<file path="config.mk">
export PLATFORM = sky130hd
export DESIGN_NAME = backlight_output_driver_control
export DESIGN_NICKNAME = d
export VERILOG_FILES = /design/src/shared/backlight_output_pkg.sv /design/src/verilog/backlight_output_driver_control.sv
export SDC_FILE = /design/constraint.sdc
export NUM_CORES = 1
export LEC_CHECK = 0
export BUFFER_PORTS_ARGS = -buffer_cell sky130_fd_sc_hd__buf_2
export CORE_MARGIN = 2
export CORE_UTILIZATION = 50
export CTS_CLUSTER_DIAMETER = 40
export DETAILED_ROUTE_END_ITERATION = 7
export GPL_TIMING_DRIVEN = 0
export HOLD_SLACK_MARGIN = 0.03
export PLACE_DENSITY = 0.8
export SLEW_MARGIN = 10
export SYNTH_ARGS = -nofsm -noshare
export SYNTH_HDL_FRONTEND = slang
export SYNTH_SLANG_ARGS = --single-unit
export TNS_END_PERCENT = 100
</file>
<file path="constraint.sdc">
create_clock -name aclk -period 5.17 [get_ports aclk]
set_input_delay 1.034 -clock aclk [delete_from_list [all_inputs] [get_ports aclk]]
set_output_delay 1.034 -clock aclk [all_outputs]
set_load 0.05 [all_outputs]
</file>
<file path="src/shared/backlight_output_pkg.sv">
// Constants, types and carriers shared by the LED and PWM driver control
`default_nettype none
package backlight_output_pkg;
  // ==========================================================
  // Clock
  localparam int CLK_HZ = 20_000_000;
  localparam int CLK_NS = 50;

  // ==========================================================
  // Register indices; byte address is four times the index
  localparam logic [7:0] IDX_WHITE_DUTY = 8'h16;
  localparam logic [7:0] IDX_FLASH      = 8'h17;
  localparam logic [7:0] IDX_RED        = 8'h18;
  localparam logic [7:0] IDX_GREEN      = 8'h19;
  localparam logic [7:0] IDX_BLUE       = 8'h1a;
  localparam logic [7:0] IDX_PWM        = 8'h1d;
  localparam logic [7:0] IDX_BACKLIGHT  = 8'h27;
  localparam logic [7:0] IDX_RATE       = 8'h30;
  localparam logic [7:0] IDX_STATUS     = 8'h31;
  localparam logic [7:0] FLASH_RESET    = 8'h01;
  localparam logic [7:0] ZERO_RESET     = 8'h00;

  // Field positions
  localparam int F_FLASH_EN = 7;
  localparam int F_ON_HI    = 6;
  localparam int F_ON_LO    = 4;
  localparam int F_PER_HI   = 3;
  localparam int F_ISET_HI  = 7;
  localparam int F_ISET_LO  = 6;
  localparam int F_PHASE    = 5;
  localparam int F_CDUTY_HI = 4;
  localparam int F_PWM_EN   = 7;
  localparam int F_PFREQ_HI = 6;
  localparam int F_PFREQ_LO = 4;
  localparam int F_PDUTY_HI = 3;

  localparam logic [1:0] RESP_OKAY   = 2'h0;
  localparam logic [1:0] RESP_SLVERR = 2'h2;

  // ==========================================================
  // Burst modulators
  localparam int BURST_PULSES = 256;
  localparam int RGB_PULSES   = 32;
  localparam int WHITE_HI_HZ  = 180;
  localparam int BL_HI_HZ     = 183;
  localparam int RATE_LO_HZ   = 122;
  localparam int RGB_RATE_HZ  = 1000;
  localparam logic [11:0] WHITE_HI_CYC =
    12'(CLK_HZ / (WHITE_HI_HZ * BURST_PULSES));
  localparam logic [11:0] BL_HI_CYC =
    12'(CLK_HZ / (BL_HI_HZ * BURST_PULSES));
  localparam logic [11:0] LO_CYC =
    12'(CLK_HZ / (RATE_LO_HZ * BURST_PULSES));
  localparam logic [11:0] RGB_CYC =
    12'(CLK_HZ / (RGB_RATE_HZ * RGB_PULSES));
  localparam logic [8:0]  BURST_MID = 9'h080;

  // ==========================================================
  // Boost timing and soft start
  localparam int MAX_ON_NS  = 6000;
  localparam int MAX_ON_CYC = MAX_ON_NS / CLK_NS;
  localparam int SOFT_STEP_PULSES = 256;

  // ==========================================================
  // Flash timing in ticks of 0.1 s
  localparam int FLASH_TICK_MS      = 100;
  localparam int FLASH_TICK_CYC     = CLK_HZ / 1000 * FLASH_TICK_MS;
  localparam int FLASH_HALF_S_TICKS = 5;

  // ==========================================================
  // Open-drain PWM pin
  localparam int PWM_SLOTS = 16;
  localparam int PWM_HZ [8] = '{15600, 7800, 4500, 3000,
                                2000, 1500, 1000, 500};
  localparam logic [11:0] PWM_SLOT_CYC [8] = '{
    12'(CLK_HZ / (PWM_HZ[0] * PWM_SLOTS)),
    12'(CLK_HZ / (PWM_HZ[1] * PWM_SLOTS)),
    12'(CLK_HZ / (PWM_HZ[2] * PWM_SLOTS)),
    12'(CLK_HZ / (PWM_HZ[3] * PWM_SLOTS)),
    12'(CLK_HZ / (PWM_HZ[4] * PWM_SLOTS)),
    12'(CLK_HZ / (PWM_HZ[5] * PWM_SLOTS)),
    12'(CLK_HZ / (PWM_HZ[6] * PWM_SLOTS)),
    12'(CLK_HZ / (PWM_HZ[7] * PWM_SLOTS))};

  // ==========================================================
  // Types
  typedef enum logic [1:0] {
    LIM_OFF = 2'h0, LIM_125MA = 2'h1, LIM_250MA = 2'h2, LIM_500MA = 2'h3
  } limit_e;
  typedef enum logic [3:0] {
    BOOST_OFF = 4'h1, BOOST_SOFT1 = 4'h2,
    BOOST_SOFT2 = 4'h4, BOOST_RUN = 4'h8
  } boost_e;
  typedef struct packed {
    logic fb_below_ref;
    logic peak_reached;
    logic ovp_above;
    logic ovp_below_hys;
    logic uvlo;
    logic thermal;
  } sense_s;
  typedef struct packed {
    logic red;
    logic green;
    logic blue;
  } color_s;

  // Forced pulses spread by bit-reversed index
  function automatic logic burst_bit(input logic [7:0] duty,
                                     input logic [7:0] rev,
                                     input logic       half);
    logic [8:0] d9;
    logic [8:0] forced;
    d9     = {1'b0, duty};
    forced = (d9 >= BURST_MID) ? 9'((d9 - BURST_MID) << 1)
                               : 9'((BURST_MID - d9) << 1);
    if (duty == 8'h00)
      return 1'b0;
    if ({1'b0, rev} < forced)
      return d9 >= BURST_MID;
    return half;
  endfunction
endpackage
`default_nettype wire

</file>
<file path="src/verilog/backlight_output_driver_control.sv">
// LED boost, backlight, RGB and PWM pin control behind AXI4-Lite
// What this block does
// - White switch is burst of pulses, 50% each
// - Force pulses full on or off to shift
// - 256 pulses per period, 0.4% step
// - White rate 180 Hz high, 122 Hz low
// - Backlight rate 183 Hz high, 122 Hz low
// - Zero white duty keeps boost off
// - Nonzero duty enables boost via soft start
// - Soft start limits 125, 250, 500 mA
// - Switch on when feedback low, LED on
// - Switch off on peak, 6 us, LED off
// - Overvoltage holds switch off with hysteresis
// - Undervoltage lockout forces boost off, switches open
// - Thermal shutdown forces boost off, switches open
// - LED switch open while boost shut down
// - PWM pin: eight frequencies, sixteen duties
// - PWM pin frequencies 500 Hz to 15.6 kHz
// - Backlight duty 0.4..99.6%, zero is off
// - Color sinks off unless flash enabled
// - Flash period 1..8 s, or continuous
// - Color burst of 32 pulses, 3.125% step
// - Shared color current 4, 8, 12 mA
// - Shared flash settings and phase delay
//
// Added by the designer: the placing of the registers and register access over AXI4-Lite.
`default_nettype none

// ============================================================
// Burst-pulse modulator channel
module burst_mod #(
  parameter int IDX_W = 8
) (
  input  wire logic        aclk,
  input  wire logic        aresetn,
  input  wire logic [11:0] period,
  input  wire logic [7:0]  duty,
  output logic             level
);
  import backlight_output_pkg::*;
  logic [11:0]      pre;
  logic [IDX_W-1:0] idx;
  logic [7:0]       shadow;
  logic [IDX_W-1:0] rev_idx;
  logic [7:0]       rev8;
  wire logic        pulse_end = pre >= period - 12'h001;
  wire logic        frame_end = pulse_end && (idx == {IDX_W{1'b1}});
  // An idle channel starts a fresh period at once, no dark frame first
  wire logic        restart = shadow == 8'h00 && duty != 8'h00;

  assign rev_idx = {<<{idx}};
  assign rev8    = 8'(rev_idx) << (8 - IDX_W);

  always_ff @(posedge aclk) begin
    if (!aresetn) begin
      pre    <= 12'h000;
      idx    <= '0;
      shadow <= 8'h00;
      level  <= 1'b0;
    end else if (restart) begin
      pre    <= 12'h000;
      idx    <= '0;
      shadow <= duty;
      level  <= 1'b0;
    end else begin
      pre <= pulse_end ? 12'h000 : pre + 12'h001;
      if (pulse_end)
        idx <= idx + 1'b1;
      // Avoids a half-old, half-new pattern
      if (frame_end)
        shadow <= duty;
      level <= burst_bit(shadow, rev8, pre < (period >> 1));
    end
  end
endmodule

// ============================================================
// Top level
module backlight_output_driver_control #(
  parameter int FLASH_TICK_CYCLES = backlight_output_pkg::FLASH_TICK_CYC
) (
  input  wire logic                aclk,
  input  wire logic                aresetn,
  input  wire logic [7:0]          awaddr,
  input  wire logic                awvalid,
  output logic                     awready,
  input  wire logic [31:0]         wdata,
  input  wire logic [3:0]          wstrb,
  input  wire logic                wvalid,
  output logic                     wready,
  output logic [1:0]               bresp,
  output logic                     bvalid,
  input  wire logic                bready,
  input  wire logic [7:0]          araddr,
  input  wire logic                arvalid,
  output logic                     arready,
  output logic [31:0]              rdata,
  output logic [1:0]               rresp,
  output logic                     rvalid,
  input  wire logic                rready,
  input  wire backlight_output_pkg::sense_s sense,
  output logic                     power_switch,
  output logic                     led_switch,
  output backlight_output_pkg::limit_e      current_limit,
  input  wire logic                backlight_in,
  output logic                     backlight_out,
  output logic                     backlight_oe,
  input  wire logic                pwm_pin_in,
  output logic                     pwm_pin_out,
  output logic                     pwm_pin_oe,
  output backlight_output_pkg::color_s      color_sink,
  output logic [1:0]               color_current_sel
);
  import backlight_output_pkg::*;

  // ==========================================================
  // Input synchronisers with agreement filter
  localparam int SYNC_W = $bits(sense_s) + 2;
  logic [SYNC_W-1:0] s1, s2, s3, filt;
  sense_s            sf;
  logic              bl_pin_f, pwm_pin_f;

  always_ff @(posedge aclk) begin
    if (!aresetn) begin
      s1   <= '0;
      s2   <= '0;
      s3   <= '0;
      filt <= '0;
    end else begin
      s1   <= {sense, backlight_in, pwm_pin_in};
      s2   <= s1;
      s3   <= s2;
      filt <= (s2 & s3) | (filt & (s2 | s3));
    end
  end
  assign sf        = sense_s'(filt[SYNC_W-1:2]);
  assign bl_pin_f  = filt[1];
  assign pwm_pin_f = filt[0];

  // ==========================================================
  // Registers and AXI4-Lite slave
  logic [7:0]  white_duty_reg, color_flash_reg, color_red_duty_reg;
  logic [7:0]  color_green_duty_reg, color_blue_duty_reg;
  logic [7:0]  pwm_reg, backlight_duty_reg;
  logic        burst_rate_select_bit;
  logic        aw_held, w_held;
  logic [7:0]  aw_addr_q;
  logic [31:0] w_data_q;
  logic        w_lane0_q;
  logic [31:0] rd_word;
  logic        rd_hit;
  logic [8:0]  status_word;
  wire logic [7:0] wr_idx = {2'b00, aw_addr_q[7:2]};
  wire logic [7:0] rd_idx = {2'b00, araddr[7:2]};
  wire logic       wr_fire = aw_held && w_held && !bvalid;
  wire logic       wr_hit = wr_idx == IDX_WHITE_DUTY
    || wr_idx == IDX_FLASH || wr_idx == IDX_RED || wr_idx == IDX_GREEN
    || wr_idx == IDX_BLUE || wr_idx == IDX_PWM
    || wr_idx == IDX_BACKLIGHT || wr_idx == IDX_RATE
    || wr_idx == IDX_STATUS;
  wire logic       ar_fire = arvalid && arready;

  assign awready = !aw_held && !bvalid;
  assign wready  = !w_held && !bvalid;
  assign arready = !rvalid;

  always_ff @(posedge aclk) begin
    if (!aresetn) begin
      aw_held   <= 1'b0;
      w_held    <= 1'b0;
      aw_addr_q <= 8'h00;
      w_data_q  <= 32'h0000_0000;
      w_lane0_q <= 1'b0;
      bvalid    <= 1'b0;
      bresp     <= RESP_OKAY;
    end else begin
      if (awvalid && awready) begin
        aw_held   <= 1'b1;
        aw_addr_q <= awaddr;
      end
      if (wvalid && wready) begin
        w_held    <= 1'b1;
        w_data_q  <= wdata;
        w_lane0_q <= wstrb[0];
      end
      if (wr_fire) begin
        aw_held <= 1'b0;
        w_held  <= 1'b0;
        bvalid  <= 1'b1;
        bresp   <= wr_hit ? RESP_OKAY : RESP_SLVERR;
      end else if (bready)
        bvalid <= 1'b0;
    end
  end

  always_ff @(posedge aclk) begin
    if (!aresetn) begin
      white_duty_reg        <= ZERO_RESET;
      color_flash_reg       <= FLASH_RESET;
      color_red_duty_reg    <= ZERO_RESET;
      color_green_duty_reg  <= ZERO_RESET;
      color_blue_duty_reg   <= ZERO_RESET;
      pwm_reg               <= ZERO_RESET;
      backlight_duty_reg    <= ZERO_RESET;
      burst_rate_select_bit <= 1'b0;
    end else if (wr_fire && w_lane0_q) begin
      case (wr_idx)
        IDX_WHITE_DUTY: white_duty_reg       <= w_data_q[7:0];
        IDX_FLASH:      color_flash_reg      <= w_data_q[7:0];
        IDX_RED:        color_red_duty_reg   <= w_data_q[7:0];
        IDX_GREEN:      color_green_duty_reg <= w_data_q[7:0];
        IDX_BLUE:       color_blue_duty_reg  <= w_data_q[7:0];
        IDX_PWM:        pwm_reg              <= w_data_q[7:0];
        IDX_BACKLIGHT:  backlight_duty_reg   <= w_data_q[7:0];
        IDX_RATE:       burst_rate_select_bit <= w_data_q[0];
        default: ;
      endcase
    end
  end

  always_comb begin
    rd_hit  = 1'b1;
    rd_word = 32'h0000_0000;
    case (rd_idx)
      IDX_WHITE_DUTY: rd_word[7:0] = white_duty_reg;
      IDX_FLASH:      rd_word[7:0] = color_flash_reg;
      IDX_RED:        rd_word[7:0] = color_red_duty_reg;
      IDX_GREEN:      rd_word[7:0] = color_green_duty_reg;
      IDX_BLUE:       rd_word[7:0] = color_blue_duty_reg;
      IDX_PWM:        rd_word[7:0] = pwm_reg;
      IDX_BACKLIGHT:  rd_word[7:0] = backlight_duty_reg;
      IDX_RATE:       rd_word[0]   = burst_rate_select_bit;
      IDX_STATUS:     rd_word[8:0] = status_word;
      default:        rd_hit = 1'b0;
    endcase
  end

  always_ff @(posedge aclk) begin
    if (!aresetn) begin
      rvalid <= 1'b0;
      rdata  <= 32'h0000_0000;
      rresp  <= RESP_OKAY;
    end else if (ar_fire) begin
      rvalid <= 1'b1;
      rdata  <= rd_word;
      rresp  <= rd_hit ? RESP_OKAY : RESP_SLVERR;
    end else if (rready)
      rvalid <= 1'b0;
  end

  // ==========================================================
  // Burst modulators: white switch, backlight, color sinks
  logic       white_bit, bl_bit;
  logic [2:0] color_bit;
  wire logic [11:0] white_period =
    burst_rate_select_bit ? WHITE_HI_CYC : LO_CYC;
  wire logic [11:0] bl_period =
    burst_rate_select_bit ? BL_HI_CYC : LO_CYC;
  wire logic [4:0] color_duty [3] = '{
    color_red_duty_reg[F_CDUTY_HI:0],
    color_green_duty_reg[F_CDUTY_HI:0],
    color_blue_duty_reg[F_CDUTY_HI:0]};

  // 256-pulse frames for white and backlight, 32-pulse frames for the colors, even spreading inside burst_mod
  burst_mod #(.IDX_W(8)) u_white (
    .aclk    (aclk),
    .aresetn (aresetn),
    .period  (white_period),
    .duty    (white_duty_reg),
    .level   (white_bit)
  );
  burst_mod #(.IDX_W(8)) u_backlight (
    .aclk    (aclk),
    .aresetn (aresetn),
    .period  (bl_period),
    .duty    (backlight_duty_reg),
    .level   (bl_bit)
  );
  for (genvar c = 0; c < 3; c++) begin : g_color
    burst_mod #(.IDX_W(5)) u_color (
      .aclk    (aclk),
      .aresetn (aresetn),
      .period  (RGB_CYC),
      .duty    ({color_duty[c], 3'b000}),
      .level   (color_bit[2-c])
    );
  end

  // ==========================================================
  // Boost converter sequencing
  boost_e     boost_state, next_boost_state;
  logic [7:0] soft_cnt;
  logic [7:0] on_cnt;
  logic       ovp_block;
  wire logic  enable_ok = white_duty_reg != ZERO_RESET
    && !sf.uvlo && !sf.thermal;
  wire logic  boost_on = boost_state != BOOST_OFF;
  wire logic  sw_start = !power_switch && enable_ok && boost_on
    && sf.fb_below_ref && led_switch
    && !ovp_block && !sf.peak_reached;
  wire logic  sw_stop = sf.peak_reached || !led_switch || ovp_block
    || on_cnt >= 8'(MAX_ON_CYC - 1) || !enable_ok || !boost_on;
  wire logic  soft_last = sw_start && soft_cnt == 8'(SOFT_STEP_PULSES - 1);

  always_comb begin
    next_boost_state = boost_state;
    case (boost_state)
      BOOST_OFF:   if (enable_ok) next_boost_state = BOOST_SOFT1;
      BOOST_SOFT1: if (!enable_ok) next_boost_state = BOOST_OFF;
                   else if (soft_last) next_boost_state = BOOST_SOFT2;
      BOOST_SOFT2: if (!enable_ok) next_boost_state = BOOST_OFF;
                   else if (soft_last) next_boost_state = BOOST_RUN;
      BOOST_RUN:   if (!enable_ok) next_boost_state = BOOST_OFF;
      default:     next_boost_state = BOOST_OFF;
    endcase
  end

  always_ff @(posedge aclk) begin
    if (!aresetn) begin
      boost_state  <= BOOST_OFF;
      soft_cnt     <= 8'h00;
      on_cnt       <= 8'h00;
      power_switch <= 1'b0;
      led_switch   <= 1'b0;
      ovp_block    <= 1'b0;
    end else begin
      boost_state <= next_boost_state;
      if (next_boost_state != boost_state)
        soft_cnt <= 8'h00;
      else if (sw_start)
        soft_cnt <= soft_cnt + 8'h01;
      power_switch <= power_switch ? !sw_stop : sw_start;
      on_cnt       <= power_switch ? on_cnt + 8'h01 : 8'h00;
      // Opens the string whenever the boost is down
      led_switch   <= enable_ok && boost_on && white_bit;
      if (sf.ovp_above)
        ovp_block <= 1'b1;
      else if (sf.ovp_below_hys)
        ovp_block <= 1'b0;
    end
  end

  always_comb begin
    case (boost_state)
      BOOST_SOFT1: current_limit = LIM_125MA;
      BOOST_SOFT2: current_limit = LIM_250MA;
      BOOST_RUN:   current_limit = LIM_500MA;
      default:     current_limit = LIM_OFF;
    endcase
  end

  assign status_word = {pwm_pin_f, bl_pin_f, led_switch, power_switch,
                        ovp_block, boost_state};

  // ==========================================================
  // Backlight open-drain pin, low while the pulse is on
  assign backlight_out = 1'b0;
  always_ff @(posedge aclk) begin
    if (!aresetn)
      backlight_oe <= 1'b0;
    else
      backlight_oe <= bl_bit;
  end

  // ==========================================================
  // Color flash timing
  logic [31:0] tick_cnt;
  logic [6:0]  flash_cnt;
  wire logic       flash_en = color_flash_reg[F_FLASH_EN];
  wire logic [3:0] per_code = color_flash_reg[F_PER_HI:0];
  wire logic       continuous = per_code == 4'h0;
  wire logic [6:0] per_ticks = 7'(FLASH_HALF_S_TICKS * (per_code + 1));
  wire logic [6:0] on_ticks =
    7'(color_flash_reg[F_ON_HI:F_ON_LO]) + 7'h01;
  wire logic [6:0] half_ticks = per_ticks >> 1;
  wire logic [6:0] shift_cnt = (flash_cnt + half_ticks >= per_ticks)
    ? flash_cnt + half_ticks - per_ticks : flash_cnt + half_ticks;
  wire logic       win_main = continuous || flash_cnt < on_ticks;
  wire logic       win_shift = continuous || shift_cnt < on_ticks;
  wire logic       phase_sel = color_red_duty_reg[F_PHASE];
  wire logic [1:0] iset = color_red_duty_reg[F_ISET_HI:F_ISET_LO];
  wire logic       tick = tick_cnt >= 32'(FLASH_TICK_CYCLES - 1);
  // Phase bit picks which channel runs half a period late
  wire color_s     next_color = '{
    red:   color_bit[2] && win_main,
    green: color_bit[1] && (phase_sel ? win_main : win_shift),
    blue:  color_bit[0] && (phase_sel ? win_shift : win_main)};

  always_ff @(posedge aclk) begin
    if (!aresetn) begin
      tick_cnt          <= 32'h0000_0000;
      flash_cnt         <= 7'h00;
      color_sink        <= '0;
      color_current_sel <= 2'h0;
    end else begin
      tick_cnt <= tick ? 32'h0000_0000 : tick_cnt + 32'h0000_0001;
      if (tick)
        flash_cnt <= (flash_cnt + 7'h01 >= per_ticks) ? 7'h00
                                                      : flash_cnt + 7'h01;
      // Common enable, current and timing for all three sinks
      color_sink <= (flash_en && iset != 2'h0) ? next_color
                                               : '0;
      color_current_sel <= iset;
    end
  end

  // ==========================================================
  // Open-drain PWM pin
  logic [11:0] pwm_pre;
  logic [3:0]  pwm_slot;
  wire logic [2:0]  pwm_freq = pwm_reg[F_PFREQ_HI:F_PFREQ_LO];
  wire logic [11:0] slot_cyc = PWM_SLOT_CYC[pwm_freq];
  wire logic        slot_end = pwm_pre >= slot_cyc - 12'h001;
  assign pwm_pin_out = 1'b0;

  always_ff @(posedge aclk) begin
    if (!aresetn) begin
      pwm_pre    <= 12'h000;
      pwm_slot   <= 4'h0;
      pwm_pin_oe <= 1'b0;
    end else begin
      pwm_pre <= slot_end ? 12'h000 : pwm_pre + 12'h001;
      if (slot_end)
        pwm_slot <= pwm_slot + 4'h1;
      pwm_pin_oe <= pwm_reg[F_PWM_EN]
                    && pwm_slot <= pwm_reg[F_PDUTY_HI:0];
    end
  end
endmodule
`default_nettype wire

</file>
==> run metrics <==
Max-Slew Margin vs Limit=19.4%; Initial Utilization=50.7%; layout cells sized above 1=11.3%; worst hold path class=register to register; synth unique cells=79; Vias per Instance=5.53; Power Density=314 nW/um2; status=finished with violations; sequential element share of the synthesized area=40.3%; die height=185 um; Slew @ Worst Pin=1.21 ns; Setup crit start kind=register; Mapped Area=16,400 um2; Die ar.=34,400 um2; Largest Register=g_color.u_color.pre; register area=6640 um2; drt drc=0; Largest regs=g_color.u_color.pre (36), tick_cnt (32); Post-synth EDFFs=0; Post-Route WL=39,800 um; io pins=121; vias in the first global route=13,300; max frequency=193 MHz; CTS Hold Buffers Added=0; Sw Ratio=25.6%; gpl congestion=0.896; FF+latch count, synth=331; Top FF cell, synth=dfxtp_1; Worst EP arrival=5.62 ns; Final Hold Fails=0; CTS buffer count=43; grt ovf=0; CP Max Fanout=5; first-pass GRT wire length=64,700 um; async set-reset flop share out of synthesis=0%; final setup fails=1; CORE AREA=32,500 um2; CP Capture Type=register; CTS root buffer=clkbuf_16; placed insts=2,390; Total GRT Usage=23.1%; fin crit share=100%; fin nets=2,188; drt pass-1 iters=6; CTS Buffer Depth=3; worst vdd ir=0.285 mV; Pint=4.47 mW; minimum clock period=5.19 ns; Avg WL per Cell=16.1 um; row count=66; CTS tree=yes; area of the multi-input gates=9480 um2; Pins Over Slew Limit=0; fill count=2,668; ANT nets after route=0; Cells after Synth=1,842; clock edge transition at the registers on the reported setup and hold paths=0.06 ns; Post-DP HPWL=28,300 um; H-tree depth=2; Largest register FFs=36; top post-synthesis cells by count=dfxtp_1, nor2_1, nand2_1; finished layout cell area=19,200 um2; Setup CP Type=register to register; Overall Power=6.01 mW; IO buf count=61; Psw=1.54 mW; First DRT Iteration DRCs=1,162; Critical Path RT=5.60 ns; initial antenna violation count=2; sequential share of power=44.0%; failing checks=setup timing; leakage dissipation=7.70 nW; clk sinks=331; Clock Skew=0.0364 ns; Yosys top cell area share=40.3%; Synth Warn #=0; Avg Cell Area, Syn=8.93 um2; maxcap violations=0; most common cell in the netlist=dfxtp_1; Vias=13,700; DP Area=17,500 um2; largest cells by area after synthesis=dfxtp_1, ha_1, mux2i_1; Layout Cells excl Fill=2,477; final hold slack=0.433 ns; Comb power frac=7.6%; pin count of the biggest net entering global routing=16; Setup WS post-layout=-0.0238 ns; Skew-Pair Late Insertion Delay=0.56 ns; chip width=185 um; cell taking the most area after synthesis=dfxtp_1; clock power share=48.4%; Area Overhead vs Synth=16.5%
[area by class of cell]
cell class / instances / share of cell area [%]
tap: 442 / 2.89
inverter: 65 / 1.29
buffer: 93 / 2.42
clock buffer: 49 / 5.89
sequential: 331 / 34.6
multi-input combinational: 1398 / 49.5
clock inverter: 29 / 1.48
antenna: 2 / 0.0261
timing repair buffer: 68 / 1.87
[worst max-delay path, cell delays in order, from the launching register on]
cell      delay (ns)
dfxtp_4         0.40
nand3_1         0.15
xnor2_1         0.17
ha_1            0.29
ha_2            0.17
inv_1           0.06
fa_2            0.35
xnor2_1         0.33
ha_1            0.36
o21ai_1         0.16
a21oi_1         0.10
o311ai_2        0.34
ha_1            0.30
nand3_2         0.12
a31oi_4         0.18
nand2b_4        0.18
mux2_2          0.34
ha_2            0.20
nor4_2          0.35
a22oi_2         0.17
o31ai_2         0.33
[power by group through the flow]
stage	clock (mW)	combinational, mW	sequential [mW]
after floorplan	0	0.304	2.71
after global placement	0	0.412	2.70
after detailed placement	0	0.427	2.70
after CTS	2.94	0.439	2.65
after global routing	3.06	0.496	2.65
final	2.91	0.454	2.65
[cell families after synthesis]
family / count (synthesis) / synth area share [%]
and+or+nand+nor: 704 / 20.4
DFF: 331 / 40.3
AOI/OAI and AO/OA: 278 / 11.4
buffers and inverters: 158 / 4.31
xor gates and xnor gates: 135 / 7.19
adders and majority gates: 121 / 9.34
muxes: 114 / 6.95
other: 1 / 0.0228
[cell usage in the layout, fill, tap and decap left out, types with 54 or more instances in the layout]
master	netlist	final
dfxtp_1	331	328
buf_2	11	72
nand3_1	72	71
nand2_1	151	151
nor2_1	265	264
ha_1	118	111
a21oi_1	78	76
mux2i_1	112	112
inv_1	65	64
xor2_1	55	54
xnor2_1	80	79
[worst paths after layout]
| check | from | end | slack (ns) | cells past startpoint |
|---|---|---|---|---|
| max reg2reg | color_flash_reg[0] | color_sink[1] | -0.02 | 20 |
| min reg2reg | s1[3] | s2[3] | 0.43 | 1 |
| max | color_flash_reg[0] | color_sink[1] | -0.02 | 20 |
| min | s1[3] | s2[3] | 0.43 | 1 |
[stage by stage]
| step | setup TNS [ns] | utilization, % | setup slack (ns) |
|---|---|---|---|
| after floorplan | 0 | - | 0.286 |
| after global placement | -0.778 | 53.8 | -0.393 |
| after detailed placement | -1.17 | 53.8 | -0.604 |
| after CTS | 0 | 58.5 | 0.0000844 |
| after global routing | -0.323 | 59.0 | -0.172 |
| final | -0.0238 | 59.0 | -0.0238 |
[routing by layer]
layer,share of wire [%],vias to the layer above,track usage (%),routed length [um]
met5,0,-,0,0
met4,3.6,0,9.30,1440
met3,6.1,119,3.64,2410
met2,48,441,40.1,19000
met1,43,6459,28.6,17000
li1,-,6668,-,-
[timing repair]
action	4_1_cts	5_1_grt
buffers inserted	4	3
endpoints found under the hold margin	0	0
endpoints found under the setup margin	2	2
pin swaps	7	14
gates resized for setup	17	25
(Power assumes the default switching activity.)
